`config.mk`:
```
export PLATFORM = sky130hd
export DESIGN_NAME = sas_top
export DESIGN_NICKNAME = d
export VERILOG_FILES = /design/src/inc/sas_pkg.sv /design/src/rtl/sas_top.sv
export SDC_FILE = /design/constraint.sdc
export NUM_CORES = 1
export LEC_CHECK = 0
export ABC_CLOCK_PERIOD_IN_PS = 7200
export BUFFER_PORTS_ARGS = -buffer_cell sky130_fd_sc_hd__clkbuf_2
export CAP_MARGIN = 10
export CORE_ASPECT_RATIO = 2
export CORE_MARGIN = 10
export CORE_UTILIZATION = 53
export DETAILED_ROUTE_END_ITERATION = 6
export PLACE_DENSITY = 0.85
export SYNTH_ARGS = -nofsm -noshare
export SYNTH_HDL_FRONTEND = slang
export SYNTH_SLANG_ARGS = --single-unit
```
`constraint.sdc`:
```
create_clock -name mclk_i -period 7.2 [get_ports mclk_i]
set_clock_uncertainty 0.05 [all_clocks]
set_input_delay 0.72 -clock mclk_i [delete_from_list [all_inputs] [get_ports mclk_i]]
set_output_delay 0.72 -clock mclk_i [all_outputs]
set_load 0.02 [all_outputs]
```
`src/inc/sas_pkg.sv`:
```
package sas_pkg;

  // Register byte offsets
  localparam logic [11:0] OFS_CTRL       = 12'h03C;
  localparam logic [11:0] OFS_RESULT     = 12'h040;
  localparam logic [11:0] OFS_CLKDIV     = 12'h044;
  localparam logic [11:0] OFS_IRQ_STATUS = 12'h048;
  localparam logic [11:0] OFS_IRQ_ENABLE = 12'h04C;
  localparam logic [11:0] OFS_IRQ_CLEAR  = 12'h050;

  // Control field positions
  localparam int CTRL_DONE_BIT  = 7;
  localparam int CTRL_IRQEN_BIT = 6;
  localparam int CTRL_CONT_BIT  = 5;

  // Select codes and reset values
  localparam logic [4:0] CH_POWER_OFF = 5'h1F;
  localparam logic [4:0] CH_VDD_REF   = 5'h1D;
  localparam logic [4:0] CH_VSS_REF   = 5'h1E;
  localparam logic [2:0] DIV_RESET    = 3'h0;
  localparam logic       IRQ_EN_RESET = 1'b0;

  // Conversion timing in converter clocks, and first trial code
  localparam logic [3:0] CONV_LAST   = 4'hF;
  localparam logic [3:0] SAMPLE_LAST = 4'h7;
  localparam logic [7:0] SAR_FIRST   = 8'h80;

  typedef enum logic [1:0] {
    ST_IDLE  = 2'h0,
    ST_ARMED = 2'h1,
    ST_CONV  = 2'h3
  } sas_state_type;

  typedef enum logic [2:0] {
    R_CTRL, R_RESULT, R_CLKDIV, R_IRQ_ST, R_IRQ_EN, R_IRQ_CLR, R_NONE
  } sas_reg_type;

  typedef struct packed {
    logic        psel;
    logic        penable;
    logic        pwrite;
    logic [11:0] paddr;
    logic [31:0] pwdata;
    logic [3:0]  pstrb;
  } sas_apb_req_type;

  typedef struct packed {
    logic [31:0] prdata;
    logic        pready;
    logic        pslverr;
  } sas_apb_rsp_type;

  typedef struct packed {
    logic [3:0] latch;
    logic [3:0] ddr;
  } sas_port_type;
endpackage : sas_pkg

```
`src/rtl/sas_top.sv`:
```
// Register access over APB is this design's own decision.
`timescale 1ns/1ps
module sas_top
  import sas_pkg::*;
(
  // Clock and reset
  input  wire logic            mclk_i,
  input  wire logic            rst_n_i,
  // APB slave
  input  wire sas_apb_req_type apb_i,
  output sas_apb_rsp_type      apb_o,
  // Port logic and pins
  input  wire sas_port_type    port_i,
  input  wire logic [3:0]      pin_i,
  output logic [3:0]           pin_o,
  output logic [3:0]           pin_oe_n_o,
  output logic [3:0]           port_read_o,
  // Low-power mode
  input  wire logic            stop_mode_i,
  // Analog core
  input  wire logic            cmp_above_i,
  output logic [4:0]           analog_sel_o,
  output logic                 power_down_o,
  output logic                 sample_o,
  output logic [7:0]           dac_code_o,
  // Interrupt
  output logic                 irq_o
);

  sas_state_type state;
  sas_reg_type   sel;
  logic [3:0]    cnt;
  logic [3:0]    pre_cnt;
  logic [3:0]    div_last;
  logic [2:0]    div;
  logic [4:0]    ch;
  logic          cont;
  logic          conversion_irq_enable;
  logic          done_flag;
  logic          irq_st;
  logic          irq_en;
  logic [7:0]    sar;
  logic [7:0]    next_sar;
  logic [7:0]    result;
  logic [31:0]   next_rdata;
  logic [3:0]    own;
  logic [3:0]    s1;
  logic [3:0]    s2;
  logic [3:0]    s3;
  logic [3:0]    pin_stable;
  logic          setup;
  logic          acc;
  logic          wr;
  logic          wr_ctrl;
  logic          rd_result;
  logic          tick;
  logic          start;
  logic          done;
  logic          irq_clr;
  logic          next_irq_st;
  logic [2:0]    bit_idx;

  // Address decode shared by read mux and write strobes
  function automatic sas_reg_type reg_idx(input logic [11:0] a);
    unique case (a)
      OFS_CTRL:       return R_CTRL;
      OFS_RESULT:     return R_RESULT;
      OFS_CLKDIV:     return R_CLKDIV;
      OFS_IRQ_STATUS: return R_IRQ_ST;
      OFS_IRQ_ENABLE: return R_IRQ_EN;
      OFS_IRQ_CLEAR:  return R_IRQ_CLR;
      default:        return R_NONE;
    endcase
  endfunction : reg_idx

  // Bus phase strobes; a write needs the low byte lane
  assign sel       = reg_idx(apb_i.paddr);
  assign setup     = apb_i.psel & ~apb_i.penable;
  assign acc       = apb_i.psel & apb_i.penable & apb_o.pready;
  assign wr        = acc & apb_i.pwrite & apb_i.pstrb[0];
  assign wr_ctrl   = wr & (sel == R_CTRL);
  assign rd_result = acc & ~apb_i.pwrite & (sel == R_RESULT);

  // Read data mux
  always_comb begin
    unique case (sel)
      R_CTRL:   next_rdata = {24'h000000, done_flag, conversion_irq_enable, cont, ch};
      R_RESULT: next_rdata = {24'h000000, result};
      R_CLKDIV: next_rdata = {29'h00000000, div};
      R_IRQ_ST: next_rdata = {31'h00000000, irq_st};
      R_IRQ_EN: next_rdata = {31'h00000000, irq_en};
      default:  next_rdata = 32'h00000000;
    endcase
  end

  // One wait-free access phase; answer registered in the setup cycle
  always_ff @(posedge mclk_i) begin
    if (!rst_n_i) begin
      apb_o <= '0;
    end else begin
      apb_o.pready  <= setup;
      apb_o.pslverr <= setup & (sel == R_NONE);
      apb_o.prdata  <= (setup & ~apb_i.pwrite) ? next_rdata : 32'h00000000;
    end
  end

  // Control fields; reset leaves the converter powered off
  always_ff @(posedge mclk_i) begin
    if (!rst_n_i) begin
      cont         <= 1'b0;
      conversion_irq_enable         <= 1'b0;
      ch           <= CH_POWER_OFF;
      power_down_o <= 1'b1;
    end else if (wr_ctrl) begin
      cont         <= apb_i.pwdata[CTRL_CONT_BIT];
      conversion_irq_enable         <= apb_i.pwdata[CTRL_IRQEN_BIT];
      ch           <= apb_i.pwdata[4:0];
      power_down_o <= apb_i.pwdata[4:0] == CH_POWER_OFF;
    end
  end

  assign analog_sel_o = ch;

  // Clock divider and interrupt enable registers
  always_ff @(posedge mclk_i) begin
    if (!rst_n_i) begin
      div    <= DIV_RESET;
      irq_en <= IRQ_EN_RESET;
    end else begin
      if (wr & (sel == R_CLKDIV)) begin
        div <= apb_i.pwdata[2:0];
      end
      if (wr & (sel == R_IRQ_EN)) begin
        irq_en <= apb_i.pwdata[0];
      end
    end
  end

  // Converter clock as a one-cycle tick; top bit forces divide by 16
  assign div_last = div[2] ? 4'hF : 4'((4'h1 << div[1:0]) - 4'h1);
  assign tick     = ~stop_mode_i & (pre_cnt >= div_last);

  always_ff @(posedge mclk_i) begin
    if (!rst_n_i || stop_mode_i || tick) begin
      pre_cnt <= 4'h0;
    end else begin
      pre_cnt <= 4'(pre_cnt + 4'h1);
    end
  end

  assign start = (state == ST_ARMED) & tick;
  assign done  = (state == ST_CONV) & tick & (cnt == CONV_LAST);

  // Sequencer: armed by a write, runs sixteen ticks per conversion
  always_ff @(posedge mclk_i) begin
    if (!rst_n_i) begin
      state <= ST_IDLE;
      cnt   <= 4'h0;
    end else if (wr_ctrl) begin
      // Any control write aborts and re-arms unless powering off
      state <= (apb_i.pwdata[4:0] == CH_POWER_OFF) ? ST_IDLE : ST_ARMED;
      cnt   <= 4'h0;
    end else if (stop_mode_i && state == ST_CONV) begin
      state <= ST_ARMED;
      cnt   <= 4'h0;
    end else begin
      unique case (state)
        ST_IDLE: begin
          cnt <= 4'h0;
        end
        ST_ARMED: begin
          if (tick) begin
            state <= ST_CONV;
            cnt   <= 4'h1;
          end
        end
        ST_CONV: begin
          if (tick) begin
            cnt <= 4'(cnt + 4'h1);
            if (cnt == CONV_LAST) begin
              state <= cont ? ST_ARMED : ST_IDLE;
            end
          end
        end
        default: state <= ST_IDLE;
      endcase
    end
  end

  // Successive approximation: decisions on the last eight ticks
  assign bit_idx = 3'(CONV_LAST - cnt);

  always_comb begin
    next_sar          = sar;
    next_sar[bit_idx] = cmp_above_i;
    if (bit_idx != 3'h0) begin
      next_sar[3'(bit_idx - 3'h1)] = 1'b1;
    end
  end

  always_ff @(posedge mclk_i) begin
    if (!rst_n_i) begin
      sar <= 8'h00;
    end else if (start) begin
      sar <= SAR_FIRST;
    end else if (state == ST_CONV && tick && cnt > SAMPLE_LAST) begin
      sar <= next_sar;
    end
  end

  assign dac_code_o = sar;

  // Result register, overwritten by every completed conversion
  always_ff @(posedge mclk_i) begin
    if (!rst_n_i) begin
      result <= 8'h00;
    end else if (done) begin
      result <= next_sar;
    end
  end

  // Sampling window covers the first eight converter clocks
  always_ff @(posedge mclk_i) begin
    if (!rst_n_i || wr_ctrl || stop_mode_i) begin
      sample_o <= 1'b0;
    end else if (start) begin
      sample_o <= 1'b1;
    end else if (state == ST_CONV && tick && cnt == SAMPLE_LAST) begin
      sample_o <= 1'b0;
    end
  end

  // Done flag only in polled mode; completion beats the clearing read
  always_ff @(posedge mclk_i) begin
    if (!rst_n_i) begin
      done_flag <= 1'b0;
    end else begin
      done_flag <= (done & ~conversion_irq_enable) | (done_flag & ~rd_result & ~conversion_irq_enable);
    end
  end

  // Interrupt status; set wins over every clear source
  assign irq_clr     = rd_result | wr_ctrl | (wr & (sel == R_IRQ_CLR) & apb_i.pwdata[0]);
  assign next_irq_st = (done & conversion_irq_enable) | (irq_st & ~irq_clr);

  // Level output stays live in wait so it can wake the core
  always_ff @(posedge mclk_i) begin
    if (!rst_n_i) begin
      irq_st <= 1'b0;
      irq_o  <= 1'b0;
    end else begin
      irq_st <= next_irq_st;
      irq_o  <= next_irq_st & irq_en;
    end
  end

  // Pin owned by the converter, only for pin codes 0 to 3
  assign own = (ch[4:2] == 3'h0) ? 4'(4'h1 << ch[1:0]) : 4'h0;

  // Pin input synchroniser; a level counts when stages two and three agree
  always_ff @(posedge mclk_i) begin
    if (!rst_n_i) begin
      s1         <= 4'h0;
      s2         <= 4'h0;
      s3         <= 4'h0;
      pin_stable <= 4'h0;
    end else begin
      s1         <= pin_i;
      s2         <= s1;
      s3         <= s2;
      pin_stable <= (~(s2 ^ s3) & s3) | ((s2 ^ s3) & pin_stable);
    end
  end

  // Per-pin override of the port logic
  for (genvar i = 0; i < 4; i++) begin : g_pin
    always_ff @(posedge mclk_i) begin
      if (!rst_n_i) begin
        pin_o[i]       <= 1'b0;
        pin_oe_n_o[i]  <= 1'b1;
        port_read_o[i] <= 1'b0;
      end else if (own[i]) begin
        pin_o[i]       <= 1'b0;
        pin_oe_n_o[i]  <= 1'b1;
        port_read_o[i] <= port_i.ddr[i] & port_i.latch[i];
      end else begin
        pin_o[i]       <= port_i.latch[i];
        pin_oe_n_o[i]  <= ~port_i.ddr[i];
        port_read_o[i] <= port_i.ddr[i] ? port_i.latch[i] : pin_stable[i];
      end
    end
  end

  // Checker helper: converter ticks since the start tick
  logic [3:0] ticks_seen;

  always_ff @(posedge mclk_i) begin
    if (!rst_n_i || start) begin
      ticks_seen <= 4'h1;
    end else if (state == ST_CONV && tick) begin
      ticks_seen <= 4'(ticks_seen + 4'h1);
    end
  end
endmodule : sas_top
```
# Yosys cells after proc, flatten, opt, wreduce, memory -nomap -nowiden
# Index checks and enable logic that the tools add are counted.
# W data, S select, Z words.
[op_classes] magnitude_cmp=6 mux=33 shift=2 bitwise=49 n_reduce_logical=27 addsub=5 n_eq_ne=23
[op_table] op="$eq A12 B7 Y1 const B" count=5
[op_table] op="$pmux W8 S5" count=1
[op_table] op="$and A1 B1 Y1" count=28
[op_table] op="$mux W8" count=3
[op_table] op="$pmux W3 S6" count=1
[op_table] op="$mux W4" count=4
[op_table] op="$mux W1" count=14
[op_table] op="$eq A12 B6 Y1 const B" count=1
[op_table] op="$pmux W4 S3" count=1
[op_table] op="$not A1 Y1" count=11
[op_table] op="$mux W2" count=5
[op_table] op="$reduce_or A2 Y1" count=5
[op_table] op="$eq A3 B3 Y1 const B" count=3
[op_table] op="$add A4 B1 Y4 const B" count=2
[op_table] op="$and A4 B4 Y4" count=2
[op_table] op="$bwmux W8" count=1
[op_table] op="$lt A3 B4 Y1 const B" count=2
[op_table] op="$ne A4 B4 Y1 const B" count=2
[op_table] op="$or A8 B8 Y8" count=1
[op_table] op="$shl A1 B2 Y4 const A" count=2
[op_table] op="$demux W1 S3" count=2
[op_table] op="$eq A3 B2 Y1 const B" count=2
[op_table] op="$ge A3 B1 Y1 const B" count=2
[op_table] op="$logic_and A1 B1 Y1" count=6
[op_table] op="other kinds (29)" count=39
[totals] input_bits=67 elab_cells=180 register_bits=104

# Depth between registers and ports, before layout
# Gate-level depths: netlist (run 1).
[logic_depth] word_depth=11 mapped_depth=8 depth_no_buf=7

# Least setup slack after synthesis (run 1)
# OpenSTA, ideal clock, no wires.
[synth_path] kind="in2reg" from="input apb_i[47] (netlist bit)" to="register irq_o" arrival_time_ns=2.161 cell_stages=5 slack_ns=4.874 setup_time_ns=0.115 t_required_ns=7.035 cell_sequence="or4_4 > nor4_4 > nand2_2 > a41o_1 > and2_1"
[synth_via] elab_chain_len=10
[synth_lines] element="start: declaration" line="sas_top.sv:10" text="input wire sas_apb_req_type apb_i,"
[synth_lines] element="$eq A12 B7 Y1 / $eq A12 B6 Y1 (equally long branches)" line="sas_top.sv:65" text="unique case (a)"
[synth_lines] element="$pmux W3 S6 *" line="sas_top.sv:65"
[synth_lines] element="$eq A3 B1 Y1 (tied with other cells)" line="sas_top.sv:82" text="assign rd_result = acc & ~apb_i.pwrite & (sel == R_RESULT);"
[synth_lines] element="$and A1 B1 Y1 (on tied branches)" line="sas_top.sv:82, sas_top.sv:81, sas_top.sv:243"
[synth_lines] element="$or A1 B1 Y1 / $and A1 B1 Y1 (equally long branches)" line="sas_top.sv:243" text="assign irq_clr = rd_result | wr_ctrl | (wr & (sel == R_IRQ_CLR) & apb_i.pwdata[0]);"
[synth_lines] element="$or A1 B1 Y1 *" line="sas_top.sv:243"
[synth_lines] element="$not A1 Y1 *" line="sas_top.sv:244" text="assign next_irq_st = (done & conversion_irq_enable) | (irq_st & ~irq_clr);"
[synth_lines] element="$and A1 B1 Y1 *" line="sas_top.sv:244"
[synth_lines] element="$or A1 B1 Y1 *" line="sas_top.sv:244"
[synth_lines] element="$and A1 B1 Y1 *" line="sas_top.sv:253" text="irq_o <= next_irq_st & irq_en;"
[synth_lines] element="end signal: assignment" line="sas_top.sv:253"
[synth_lines] element="end: declaration" line="sas_top.sv:27" text="output logic irq_o"
# Mark *: on every way between the ends. The rest lies on a longest branch, timed or not.
# A chain may end at the register's enable or synchronous reset.

# Worst setup path after layout (run 1)
[layout_path] from="register div[2]" to="register sar[3] (netlist: dac_code_o[3])"
[layout_via] elab_chain_len=5
[layout_lines] element="start: declaration" line="sas_top.sv:35" text="logic [2:0] div;"
[layout_lines] element="start signal: assignment" line="sas_top.sv:131" text="div <= apb_i.pwdata[2:0];"
[layout_lines] element="$mux W4 *" line="sas_top.sv:140" text="assign div_last = div[2] ? 4'hF : 4'((4'h1 << div[1:0]) - 4'h1);"
[layout_lines] element="$ge A4 B4 Y1 *" line="sas_top.sv:141" text="assign tick = ~stop_mode_i & (pre_cnt >= div_last);"
[layout_lines] element="$and A1 B1 Y1 *" line="sas_top.sv:141"
[layout_lines] element="$and A1 B1 Y1 / $logic_and A1 B1 Y1 (equally long branches)"
[layout_lines] element="$reduce_or A2 Y1 (no source line) / $logic_and A1 B1 Y1 (equally long branches)"
[layout_lines] element="end signal: assignment" line="sas_top.sv:207" text="sar <= next_sar;"
[layout_lines] element="end: declaration" line="sas_top.sv:42" text="logic [7:0] sar;"
# Marks and branches as above.

==> results.ini, run 1 <==
[detailed_routing]
first_pass_iters=5
post_drt_wl_per_cell_um=16.65
vias=3189
detail-route-antenna-nets=0
totalWireLength_mm=9.608
iteration_0_drc_markers=216
routed_via_count_divided_by_cell_count=5.527
drc=0

[final_layout]
area_growth_syn_to_layout_pct=18.47
layout.cells.non_filler=577
fillCellCount=537
commonest_non_fill_non_tap_cell_in_the_layout=sky130_fd_sc_hd__dfxtp_1
layout-drive-gt1-share_pct=21.06
commonest_cells_after_routing_fill_and_taps_aside=sky130_fd_sc_hd__dfxtp_1 (80), sky130_fd_sc_hd__clkbuf_2 (76), sky130_fd_sc_hd__nand2_1 (42)
antenna-diode-count=0
finish.net_count=558

[die]
die_h_um=136.2
io-pin-count=129
die_width_um=78.08
floorplan.core_area_um2=6621
rows=42
initial_utilization_pct=54.01
die_area_um2=10630

[timing]
maxSlewViolCount=0
timing.final.setup_violations=0
setup_tns_ps=0
period_minus_slack_ps=2565
maxClockFrequency_mhz=389.9
timing_hold_violations_final=0
worst_pin_slew_ps=838.5
finalCritPeriodShare_pct=35.62
fin_ws_ps=4635
rsz0062_at_grt=no
worst_slew_margin_rel_pct=43.79

[pwr]
ir_drop_uv=109.1
power.density_nw_per_um2=227.7
leakage_power_summed_over_all_cells_nw=1.763

[hold_path]
worstHoldPathType=reg -> reg

[synth]
post_synth_num_cell_types=56
synth.ff_latch_count=80
post_synth_edffs=0
share_of_synthesized_flip_flops_with_an_asynchronous_set_or_reset_pct=0
yosys_most_used_dff=sky130_fd_sc_hd__dfxtp_1
synth_warnings=0
post_synth_inst_count=410
synth.yosys.seq_area_share_pct=44.79
syn-cell-area_um2=3576
avgSynthCellArea_um2=8.722

[cts]
post_cts.repair.setup_buffers=0
cts_sinks=80
hold_buf_cts=0
post_cts_resize_count=0
clock_tree_from_tritoncts=yes
clk_pin_slew_ps=60
cts_buffers=9
insertion_delay_ps=330
htree_num_levels=3
clk_path_buf_depth=2
clockRootBuffer=sky130_fd_sc_hd__clkbuf_16

[placed_design]
gp_congestion=0.8692
buffer_ports.inserted=76
preCtsSetupSlack_ps=4554
place_hpwl_mm=7.357
placedCellCount=561

[grt]
track_usage_pct=17.70
antenna_found_initial=0
gr-total-overflow=0
grt_start_max_net_pins=34
grt_first_pass_wirelength_mm=15.17
first_global_vias=3283

[critical_path]
cp.required_ps=7410
crit_slowest_cell=sky130_fd_sc_hd__a2111oi_4
worst_setup_path_end_kind=flop
path_cells=or3_1 -> ha_1 -> nand2b_1 -> a2111oi_4 -> or4_1 -> nand2_1 -> nor2_1
worstPathArrival_ps=2780
critical_path_peak_fanout=7
crit_path_max_incr_delay_ps=570
worst_setup_start_kind=flop
type_of_the_setup_path_with_the_least_slack=reg -> reg

[flow_run]
drv_cap=0

[outcome]
status=finished, final reports clean

routing by layer:
layer  vias up  global-route usage [%]  wire length, um
met5         -                       0                0
met4         0                   12.53              390
met3        27                   5.225              591
met2       127                   31.80             5096
met1      1499                   16.48             3530
li1       1536                       -                -
state kept, by name (all words and copies together) (netlist names), named ones only:
name,cells
analog_sel_o,5
apb_o,10
cnt,4
cont,1
conversion_irq_enable,1
dac_code_o,8
div,3
done_flag,1
irq_en,1
irq_o,1
irq_st,1
pin_o,4
pin_oe_n_o,4
port_read_o,4
power_down_o,1
pre_cnt,4
result,8
s1,4
s2,4
s3,4
sample_o,1
state,2
final timing paths:
kind / from / to / slack [ps] / cells past startpoint
worst max-delay path: div[2]$_SDFFE_PN0P_ / dac_code_o[3]$_SDFFE_PP0P_ / 4640 / 7
worst min-delay path: s1[2]$_SDFF_PN0_ / s2[2]$_SDFF_PN0_ / 390 / 1
worst max register to register: div[2]$_SDFFE_PN0P_ / dac_code_o[3]$_SDFFE_PP0P_ / 4640 / 7
worst min register to register: s1[2]$_SDFF_PN0_ / s2[2]$_SDFF_PN0_ / 390 / 1
where the power goes:
group	internal, mW	switching (mW)
Clock	0.286	0.171
Sequential	0.449	0.00202
Combinational	0.0170	0.0394
Total	0.753	0.212
final cells by class:
type | instances | area [um2] | share of cell area [%]
clock inverters | 3 | 40.04 | 0.9451
clock buffers | 13 | 260.3 | 6.143
multi-input cells | 306 | 1792 | 42.29
flip-flops and latches | 80 | 1602 | 37.80
repair buffers | 79 | 402.9 | 9.510
inverters | 8 | 30.03 | 0.7088
well taps | 88 | 110.1 | 2.599
logic make-up (layout without fill, tap and decap cells):
family                   count (synthesis)  in the layout  share of synthesized area [%]
other                                    1             24                         0.1049
adder cells (fa/ha/maj)                  7              7                          2.449
multiplexers                            19             19                          5.423
AO/OA/AOI/OAI                           74             74                          13.05
buffers and inverters                   47            103                          7.523
AND/OR/NAND/NOR                        179            179                          25.93
flip-flops                              80             80                          44.79
XOR/XNOR                                 3              3                         0.7349
through the flow:
stage	cell area, um2	hold slack [ps]	utilization [%]	power, mW
after floorplan	3662	361.9	-	0.5032
after global placement	3936	364.9	59.45	0.5144
after detailed placement	3936	374.3	59.45	0.5162
after CTS	4237	392.0	63.98	0.9686
after global routing	4237	394.8	63.98	0.9929
final	4237	387.7	63.98	0.9647
critical path, delay by kind of cell, from the launching register on:
family	cells	cell delay, ps
flip-flops	1	350
AO/OA/AOI/OAI	1	570
adder cells (fa/ha/maj)	1	270
AND/OR/NAND/NOR	5	1250
synthesized netlist by cell type, types with 4 or more instances:
cell / number / area, um2
sky130_fd_sc_hd__buf_4: 24 / 180.2
sky130_fd_sc_hd__nand3b_1: 4 / 30.03
sky130_fd_sc_hd__a21oi_1: 21 / 105.1
sky130_fd_sc_hd__nor2b_1: 5 / 31.28
sky130_fd_sc_hd__o21ai_1: 4 / 20.02
sky130_fd_sc_hd__mux2i_1: 16 / 160.2
sky130_fd_sc_hd__and2_1: 18 / 112.6
sky130_fd_sc_hd__nor3_1: 14 / 70.07
sky130_fd_sc_hd__nor2_1: 37 / 138.9
sky130_fd_sc_hd__clkbuf_1: 13 / 48.80
sky130_fd_sc_hd__o21ai_0: 23 / 115.1
sky130_fd_sc_hd__inv_1: 8 / 30.03
sky130_fd_sc_hd__ha_1: 7 / 87.58
sky130_fd_sc_hd__nand3_1: 28 / 140.1
sky130_fd_sc_hd__a22oi_1: 7 / 52.55
sky130_fd_sc_hd__dfxtp_1: 80 / 1602
sky130_fd_sc_hd__nand2_1: 42 / 157.7
(Power assumes the default switching activity.)
==> run 2: changes to the inputs <==
ABC_AREA = 1   (was default)
ABC_CLOCK_PERIOD_IN_PS = 2700   (was 7200)
CORE_UTILIZATION = 50   (was 53)
PLACE_DENSITY = 0.8   (was 0.85)
clock period = 2.7 ns   (was 7.2 ns; I/O delays follow)
==> run 2 against run 1 <==
Against the previous run: sequential share of layout area down 1.8 points; first-iteration DRC count down 17%; die area up 9.0%; critical path type unchanged; largest cell class unchanged; cell area up 5.1%; register-to-register slack worse by 4000 ps; routed wire length down 0.43%.
==> results.ini, run 2 <==
[outcome]
status=finished, final reports clean  ; unchanged

[cts]
cts_sinks=80  ; unchanged
clk_path_buf_depth=2  ; unchanged
hold_buf_cts=0  ; unchanged
insertion_delay_ps=340  ; was 330 ps
clk_pin_slew_ps=70  ; was 60 ps
post_cts_resize_count=0  ; unchanged
post_cts.repair.setup_buffers=0  ; unchanged
cts_buffers=9  ; unchanged
clock_tree_from_tritoncts=yes  ; unchanged
clockRootBuffer=sky130_fd_sc_hd__clkbuf_16  ; unchanged
htree_num_levels=3  ; unchanged

[detailed_routing]
first_pass_iters=4  ; was 5
drc=0  ; unchanged
totalWireLength_mm=9.567  ; was 9.608 mm
routed_via_count_divided_by_cell_count=5.071  ; was 5.527
vias=3443  ; was 3189
detail-route-antenna-nets=0  ; unchanged
iteration_0_drc_markers=180  ; was 216
post_drt_wl_per_cell_um=14.09  ; was 16.65 um

[critical_path]
type_of_the_setup_path_with_the_least_slack=reg -> reg  ; unchanged
worst_setup_start_kind=flop  ; unchanged
cp.required_ps=2880  ; was 7410 ps
crit_slowest_cell=sky130_fd_sc_hd__dfxtp_1  ; was sky130_fd_sc_hd__a2111oi_4
critical_path_peak_fanout=15  ; was 7
crit_path_max_incr_delay_ps=380  ; was 570 ps
worstPathArrival_ps=2210  ; was 2780 ps
path_cells=nor2_1 -> ha_1 -> inv_1 -> o21bai_1 -> nand3_1 -> nand3_1 -> nand2_2 -> nor2_4 -> nand2_1 -> o21ai_0 -> a21oi_1  ; was or3_1 -> ha_1 -> nand2b_1 -> a2111oi_4 -> or4_1 -> nand2_1 -> nor2_1
crit_top_cell=sky130_fd_sc_hd__nand3_1
worst_setup_path_end_kind=flop  ; unchanged

[die]
die_h_um=142.6  ; was 136.2 um
initial_utilization_pct=51.70  ; was 54.01%
rows=44  ; was 42
die_area_um2=11590  ; was 10630 um2
io-pin-count=129  ; unchanged
die_width_um=81.30  ; was 78.08 um
floorplan.core_area_um2=7267  ; was 6621 um2

[synth]
post_synth_inst_count=504  ; was 410
syn-cell-area_um2=3757  ; was 3576 um2
synth.yosys.seq_area_share_pct=42.62  ; was 44.79%
yosys_most_used_dff=sky130_fd_sc_hd__dfxtp_1  ; unchanged
synth_warnings=0  ; unchanged
synth_area_leaders=sky130_fd_sc_hd__dfxtp_1 (43%), sky130_fd_sc_hd__nand2_1 (8.5%), sky130_fd_sc_hd__inv_1 (8.0%), sky130_fd_sc_hd__buf_4 (5.2%), sky130_fd_sc_hd__nor2_1 (4.6%)  ; was sky130_fd_sc_hd__dfxtp_1 (45%), sky130_fd_sc_hd__buf_4 (5.0%), sky130_fd_sc_hd__mux2i_1 (4.5%), sky130_fd_sc_hd__nand2_1 (4.4%), sky130_fd_sc_hd__nand3_1 (3.9%)
yosys.cell_count.top_type=sky130_fd_sc_hd__nand2_1  ; was sky130_fd_sc_hd__dfxtp_1
top_post_synthesis_cells_by_count=sky130_fd_sc_hd__nand2_1 (85), sky130_fd_sc_hd__dfxtp_1 (80), sky130_fd_sc_hd__inv_1 (80), sky130_fd_sc_hd__nor2_1 (46), sky130_fd_sc_hd__a21oi_1 (31)  ; was sky130_fd_sc_hd__dfxtp_1 (80), sky130_fd_sc_hd__nand2_1 (42), sky130_fd_sc_hd__nor2_1 (37), sky130_fd_sc_hd__nand3_1 (28), sky130_fd_sc_hd__buf_4 (24)
synth_largest_type_area_fraction_pct=42.62  ; was 44.79%
avgSynthCellArea_um2=7.455  ; was 8.722 um2
post_synth_edffs=0  ; unchanged
share_of_synthesized_flip_flops_with_an_asynchronous_set_or_reset_pct=0  ; unchanged
library_cell_with_the_largest_summed_area_after_synthesis=sky130_fd_sc_hd__dfxtp_1  ; unchanged
synth.ff_latch_count=80  ; unchanged
post_synth_num_cell_types=40  ; was 56

[final_layout]
final_util_pct=61.29  ; was 63.98%
commonest_cells_after_routing_fill_and_taps_aside=sky130_fd_sc_hd__nand2_1 (85), sky130_fd_sc_hd__inv_1 (80), sky130_fd_sc_hd__dfxtp_1 (80)  ; was sky130_fd_sc_hd__dfxtp_1 (80), sky130_fd_sc_hd__clkbuf_2 (76), sky130_fd_sc_hd__nand2_1 (42)
layout-drive-gt1-share_pct=21.98  ; was 21.06%
largest-register=apb_o  ; unchanged
finish.net_count=656  ; was 558
fillCellCount=692  ; was 537
largest_reg_flops=10  ; unchanged
antenna-diode-count=0  ; unchanged
area_growth_syn_to_layout_pct=18.55  ; was 18.47%
commonest_non_fill_non_tap_cell_in_the_layout=sky130_fd_sc_hd__nand2_1  ; was sky130_fd_sc_hd__dfxtp_1

[timing]
timing_hold_violations_final=0  ; unchanged
setup_tns_ps=0  ; unchanged
finalCritPeriodShare_pct=75.28  ; was 35.62%
min_hold_slack_ps=56.24  ; was 387.7 ps
timing.final.setup_violations=0  ; unchanged
rsz0062_at_grt=no  ; unchanged
fin_ws_ps=667.5  ; was 4635 ps
period_minus_slack_ps=2032  ; was 2565 ps
worst_pin_slew_ps=491.4  ; was 838.5 ps
maxClockFrequency_mhz=492.0  ; was 389.9 MHz
maxSlewViolCount=0  ; unchanged
worst_slew_margin_rel_pct=66.90  ; was 43.79%

[placed_design]
buffer_ports.inserted=76  ; unchanged
preCtsSetupSlack_ps=692.4  ; was 4554 ps
gp_congestion=0.9167  ; was 0.8692
place_hpwl_mm=7.447  ; was 7.357 mm

[grt]
gr-total-overflow=0  ; unchanged
antenna_found_initial=0  ; unchanged
first_global_vias=3555  ; was 3283
track_usage_pct=16.91  ; was 17.70%
grt_start_max_net_pins=26  ; was 34
grt_first_pass_wirelength_mm=15.68  ; was 15.17 mm

[flow_run]
drv_cap=0  ; unchanged

[pwr]
leakage_power_summed_over_all_cells_nw=2.137  ; was 1.763 nW
totalPowerFinal_mw=2.726  ; was 964.7 uW
ir_drop_uv=375.1  ; was 109.1 uV
power.density_nw_per_um2=612.1  ; was 227.7 nW/um2

[hold_path]
worstHoldPathType=in -> reg  ; was reg -> reg

==> run 2: changes by cell type after synthesis, sizes merged, moves of 12 or more <==
cell    change
mux2i      -16
nand2      +46
inv        +77
clkbuf     -12
nor2       +28
and2       -18
==> run 2: final timing paths <==
path	slack (ps)	cells past startpoint	from	to
hold reg to reg	360	2	s1[2]$_SDFF_PN0_	s2[2]$_SDFF_PN0_
setup reg to reg	670	11	div[1]$_SDFFE_PN0P_	result[4]$_SDFFE_PN0N_
setup / recovery	670	11	div[1]$_SDFFE_PN0P_	result[4]$_SDFFE_PN0N_
hold / removal	60	2	port_i[2]	pin_oe_n_o[2]$_SDFF_PP1_
==> run 2: layout make-up <==
class,instances,area (um2),share of cell area [%]
inverters,86,325.3,7.303
well taps,92,115.1,2.584
multi-input cells,328,1690,37.95
flip-flops and latches,80,1602,35.96
repair buffers,77,387.9,8.708
clock inverters,7,108.9,2.444
clock buffers,9,225.2,5.056
==> run 2: kinds of logic (layout without fill, tap and decap cells) <==
kind of cell | count (synthesis) | count (layout) | synth area share, %
buffers and inverters | 119 | 179 | 14.69
AOI/OAI and AO/OA | 89 | 89 | 13.52
xor gates and xnor gates | 3 | 3 | 0.6994
muxes | 1 | 1 | 0.2997
DFF | 80 | 80 | 42.62
other | 1 | 24 | 0.09980
and+or+nand+nor | 204 | 204 | 25.74
adders and majority gates | 7 | 7 | 2.331
==> run 2: report_power, final <==
group | switching [mW] | internal, mW
Clock | 0.529 | 0.831
Sequential | 0.00630 | 1.20
Combinational | 0.116 | 0.0467
==> run 2: critical path, delay by kind of cell, from the launching register on <==
kind,cells,cell delay (ps)
DFF,1,380
adders and majority gates,1,290
AOI/OAI and AO/OA,3,360
and+or+nand+nor,6,790
buffers and inverters,1,50
==> run 2: per-stage QoR <==
stage,instance area [um2],cells
after CTS,4454,679
after floorplan,3844,527
after global routing,4454,679
after global placement,4120,663
after detailed placement,4120,663
final,4454,679
==> run 2: routing by layer <==
metal / vias to the layer above / track usage [%] / routed length [um]
li1: 1732 / - / -
met2: 113 / 30.78 / 5150
met1: 1570 / 15.82 / 3438
met3: 28 / 4.494 / 627
met4: 0 / 10.45 / 350
met5: - / 0 / 0
==> run 3: changes to the inputs <==
ABC_CLOCK_PERIOD_IN_PS = 2000   (was 2700)
clock period = 2 ns   (was 2.7 ns; I/O delays follow)
==> run 3 against run 2 <==
Against the previous run: setup slack lost 510 ps; highest routed layer unchanged; first-iteration DRC count shrank 17%; routed wire length grew 4.5%; largest power group unchanged; via count grew 1.9%; largest cell class unchanged; critical path depth is the same.
==> results.ini, run 3 (synthesis gave the netlist of run 2 again) <==
[cts]
cts_sinks=80  ; unchanged
clock_tree_from_tritoncts=yes  ; unchanged
clk_pin_slew_ps=70  ; about the same
cts_buffers=9  ; unchanged
clk_path_buf_depth=2  ; unchanged
insertion_delay_ps=340  ; about the same
clockRootBuffer=sky130_fd_sc_hd__clkbuf_16  ; unchanged
htree_num_levels=3  ; unchanged

[grt]
antenna_found_initial=0  ; unchanged
first_global_vias=3567  ; was 3555
grt_first_pass_wirelength_mm=16.08  ; was 15.68 mm
track_usage_pct=17.67  ; was 16.91%
grt_start_max_net_pins=16  ; was 26
gr-total-overflow=0  ; unchanged

[timing]
fin_ws_ps=153.0  ; was 667.5 ps
period_minus_slack_ps=1847  ; was 2032 ps
maxSlewViolCount=0  ; unchanged
rsz0062_at_grt=no  ; unchanged
maxClockFrequency_mhz=541.4  ; was 492.0 MHz
finalCritPeriodShare_pct=92.35  ; was 75.28%
timing.final.setup_violations=0  ; unchanged
timing_hold_violations_final=0  ; unchanged
min_hold_slack_ps=1.500  ; was 56.24 ps
setup_tns_ps=0  ; unchanged

[pwr]
power.share.switching_pct=24.09  ; was 23.87%
p_seq_share_pct=45.5  ; was 44.2%
totalPowerFinal_mw=3.574  ; was 2.726 mW
intPower_mw=2.713  ; was 2.075 mW
clockPowerShare_pct=47.9  ; was 49.9%
power.density_nw_per_um2=773.2  ; was 612.1 nW/um2
ir_drop_uv=502.0  ; was 375.1 uV
pwr-share-comb_pct=6.6  ; was 6.0%
leakage_power_summed_over_all_cells_nw=2.213  ; was 2.137 nW
p_switching_uw=861.0  ; was 650.8 uW

[die]
io-pin-count=129  ; unchanged
floorplan.core_area_um2=7267  ; unchanged
die_h_um=142.6  ; unchanged
initial_utilization_pct=51.70  ; unchanged
die_area_um2=11590  ; unchanged
rows=44  ; unchanged
die_width_um=81.30  ; unchanged

[detailed_routing]
met2RoutedLength_mm=5.637  ; was 5.150 mm
m1WireLength_mm=3.434  ; was 3.438 mm
first_pass_iters=7  ; was 4
routed_via_count_divided_by_cell_count=5.036  ; was 5.071
topRoutingLayerUsed=met4  ; unchanged
post_drt_wl_per_cell_um=14.34  ; was 14.09 um
iteration_0_drc_markers=149  ; was 180
vias=3510  ; was 3443
drc=0  ; unchanged
detail-route-antenna-nets=0  ; unchanged
totalWireLength_mm=9.995  ; was 9.567 mm
wl_met3_um=635  ; was 627 um

[placed_design]
buffer_ports.inserted=76  ; unchanged
place_hpwl_mm=7.891  ; was 7.447 mm
gp_congestion=0.9115  ; was 0.9167
placedCellCount=674  ; was 663
placed_cell_area_um2=4215  ; was 4120 um2
preCtsSetupSlack_ps=84.12  ; was 692.4 ps

[hold_path]
whs_path_depth=2  ; unchanged
worstHoldPathType=in -> reg  ; unchanged
worstHoldEndpoint=pin_oe_n_o[0]$_SDFF_PP1_  ; was pin_oe_n_o[2]$_SDFF_PP1_
hold_path_startpoint=port_i[0]  ; was port_i[2]

[final_layout]
largest-register=apb_o  ; unchanged
finish.net_count=674  ; was 656
largest_reg_flops=10  ; unchanged
antenna-diode-count=0  ; unchanged
layout.cells.non_filler=697  ; was 679
commonest_non_fill_non_tap_cell_in_the_layout=sky130_fd_sc_hd__nand2_1  ; unchanged
layout-drive-gt1-share_pct=23.97  ; was 21.98%
area_growth_syn_to_layout_pct=23.01  ; was 18.55%
final_util_pct=63.60  ; was 61.29%
fin_area_um2=4622  ; was 4454 um2
commonest_cells_after_routing_fill_and_taps_aside=sky130_fd_sc_hd__nand2_1 (84), sky130_fd_sc_hd__inv_1 (80), sky130_fd_sc_hd__dfxtp_1 (78)  ; was sky130_fd_sc_hd__nand2_1 (85), sky130_fd_sc_hd__inv_1 (80), sky130_fd_sc_hd__dfxtp_1 (80)

[critical_path]
type_of_the_setup_path_with_the_least_slack=reg -> reg  ; unchanged
path_cells=inv_1 -> ha_1 -> a21oi_1 -> nand3_2 -> nand2_1 -> inv_1 -> nand2_1 -> buf_4 -> nand3_1 -> nand2_1 -> inv_1  ; was nor2_1 -> ha_1 -> inv_1 -> o21bai_1 -> nand3_1 -> nand3_1 -> nand2_2 -> nor2_4 -> nand2_1 -> o21ai_0 -> a21oi_1
worst_setup_start_kind=flop  ; unchanged
critical_path.reg2reg.endpoint=dac_code_o[7]$_SDFFE_PN0P_  ; was result[4]$_SDFFE_PN0N_
r2r_slack_ps=150  ; was 670 ps
depth_of_the_worst_register_to_register_path=11  ; unchanged
crit_path_max_incr_delay_ps=350  ; was 380 ps
cp.required_ps=2190  ; was 2880 ps
worstPathArrival_ps=2040  ; was 2210 ps
worst_setup_path_end_kind=flop  ; unchanged
critical_path_peak_fanout=4  ; was 15
crit_slowest_cell=sky130_fd_sc_hd__dfxtp_2  ; was sky130_fd_sc_hd__dfxtp_1
rr_startpoint=div[2]$_SDFFE_PN0P_  ; was div[1]$_SDFFE_PN0P_

[flow_run]
drv_cap=0  ; unchanged

[outcome]
status=finished, final reports clean  ; unchanged

-- run 3: area by class of cell --
type                            count  area, um2
Clock buffer                       10      239.0
Clock inverter                      6      75.07
Fill cell                         646       2645
Inverter                           86      325.3
Multi-Input combinational cell    328       1710
Sequential cell                    80       1604
Tap cell                           92      115.1
Timing Repair Buffer               95      553.0
-- run 3: worst max path at each step --
stage | startpoint | cells after the start | endpoint
finish | div[2]$_SDFFE_PN0P_ | 11 | dac_code_o[7]$_SDFFE_PN0P_
global route | div[2]$_SDFFE_PN0P_ | 13 | dac_code_o[7]$_SDFFE_PN0P_
CTS | div[2]$_SDFFE_PN0P_ | 11 | dac_code_o[1]$_SDFFE_PP0P_
detailed placement | div[1]$_SDFFE_PN0P_ | 12 | result[4]$_SDFFE_PN0N_
global placement | div[1]$_SDFFE_PN0P_ | 12 | result[3]$_SDFFE_PN0N_
floorplan | div[2]$_SDFFE_PN0P_ | 12 | result[5]$_SDFFE_PN0N_
-- run 3: worst max-delay path: cells and delay by family, from the launching register on --
family                     cells  cell delay [ps]
adders and majority gates      1              310
and+or+nand+nor                5              510
buffers and inverters          4              320
AOI/OAI and AO/OA              1              190
DFF                            1              350
-- run 3: power by group through the flow --
stage,Sequential [mW],Combinational [mW],Clock [mW]
5_1_grt,1.63,0.262,1.79
2_1_floorplan,1.68,0.154,0
3_3_place_gp,1.66,0.216,0
6_report,1.63,0.237,1.71
3_5_place_dp,1.66,0.222,0
4_1_cts,1.63,0.235,1.73
-- run 3: routing by layer --
metal	up-vias	global-route usage (%)
li1	1766	-
met1	1617	15.97
met2	107	33.42
met3	20	4.873
met4	0	9.258
met5	-	0
-- run 3: what timing repair did --
item,in CTS,in global routing
resized for setup,0,11
buffers inserted,0,0
endpoints found under the hold margin,7,0
setup endpoints to repair,0,21
hold buffers,7,0
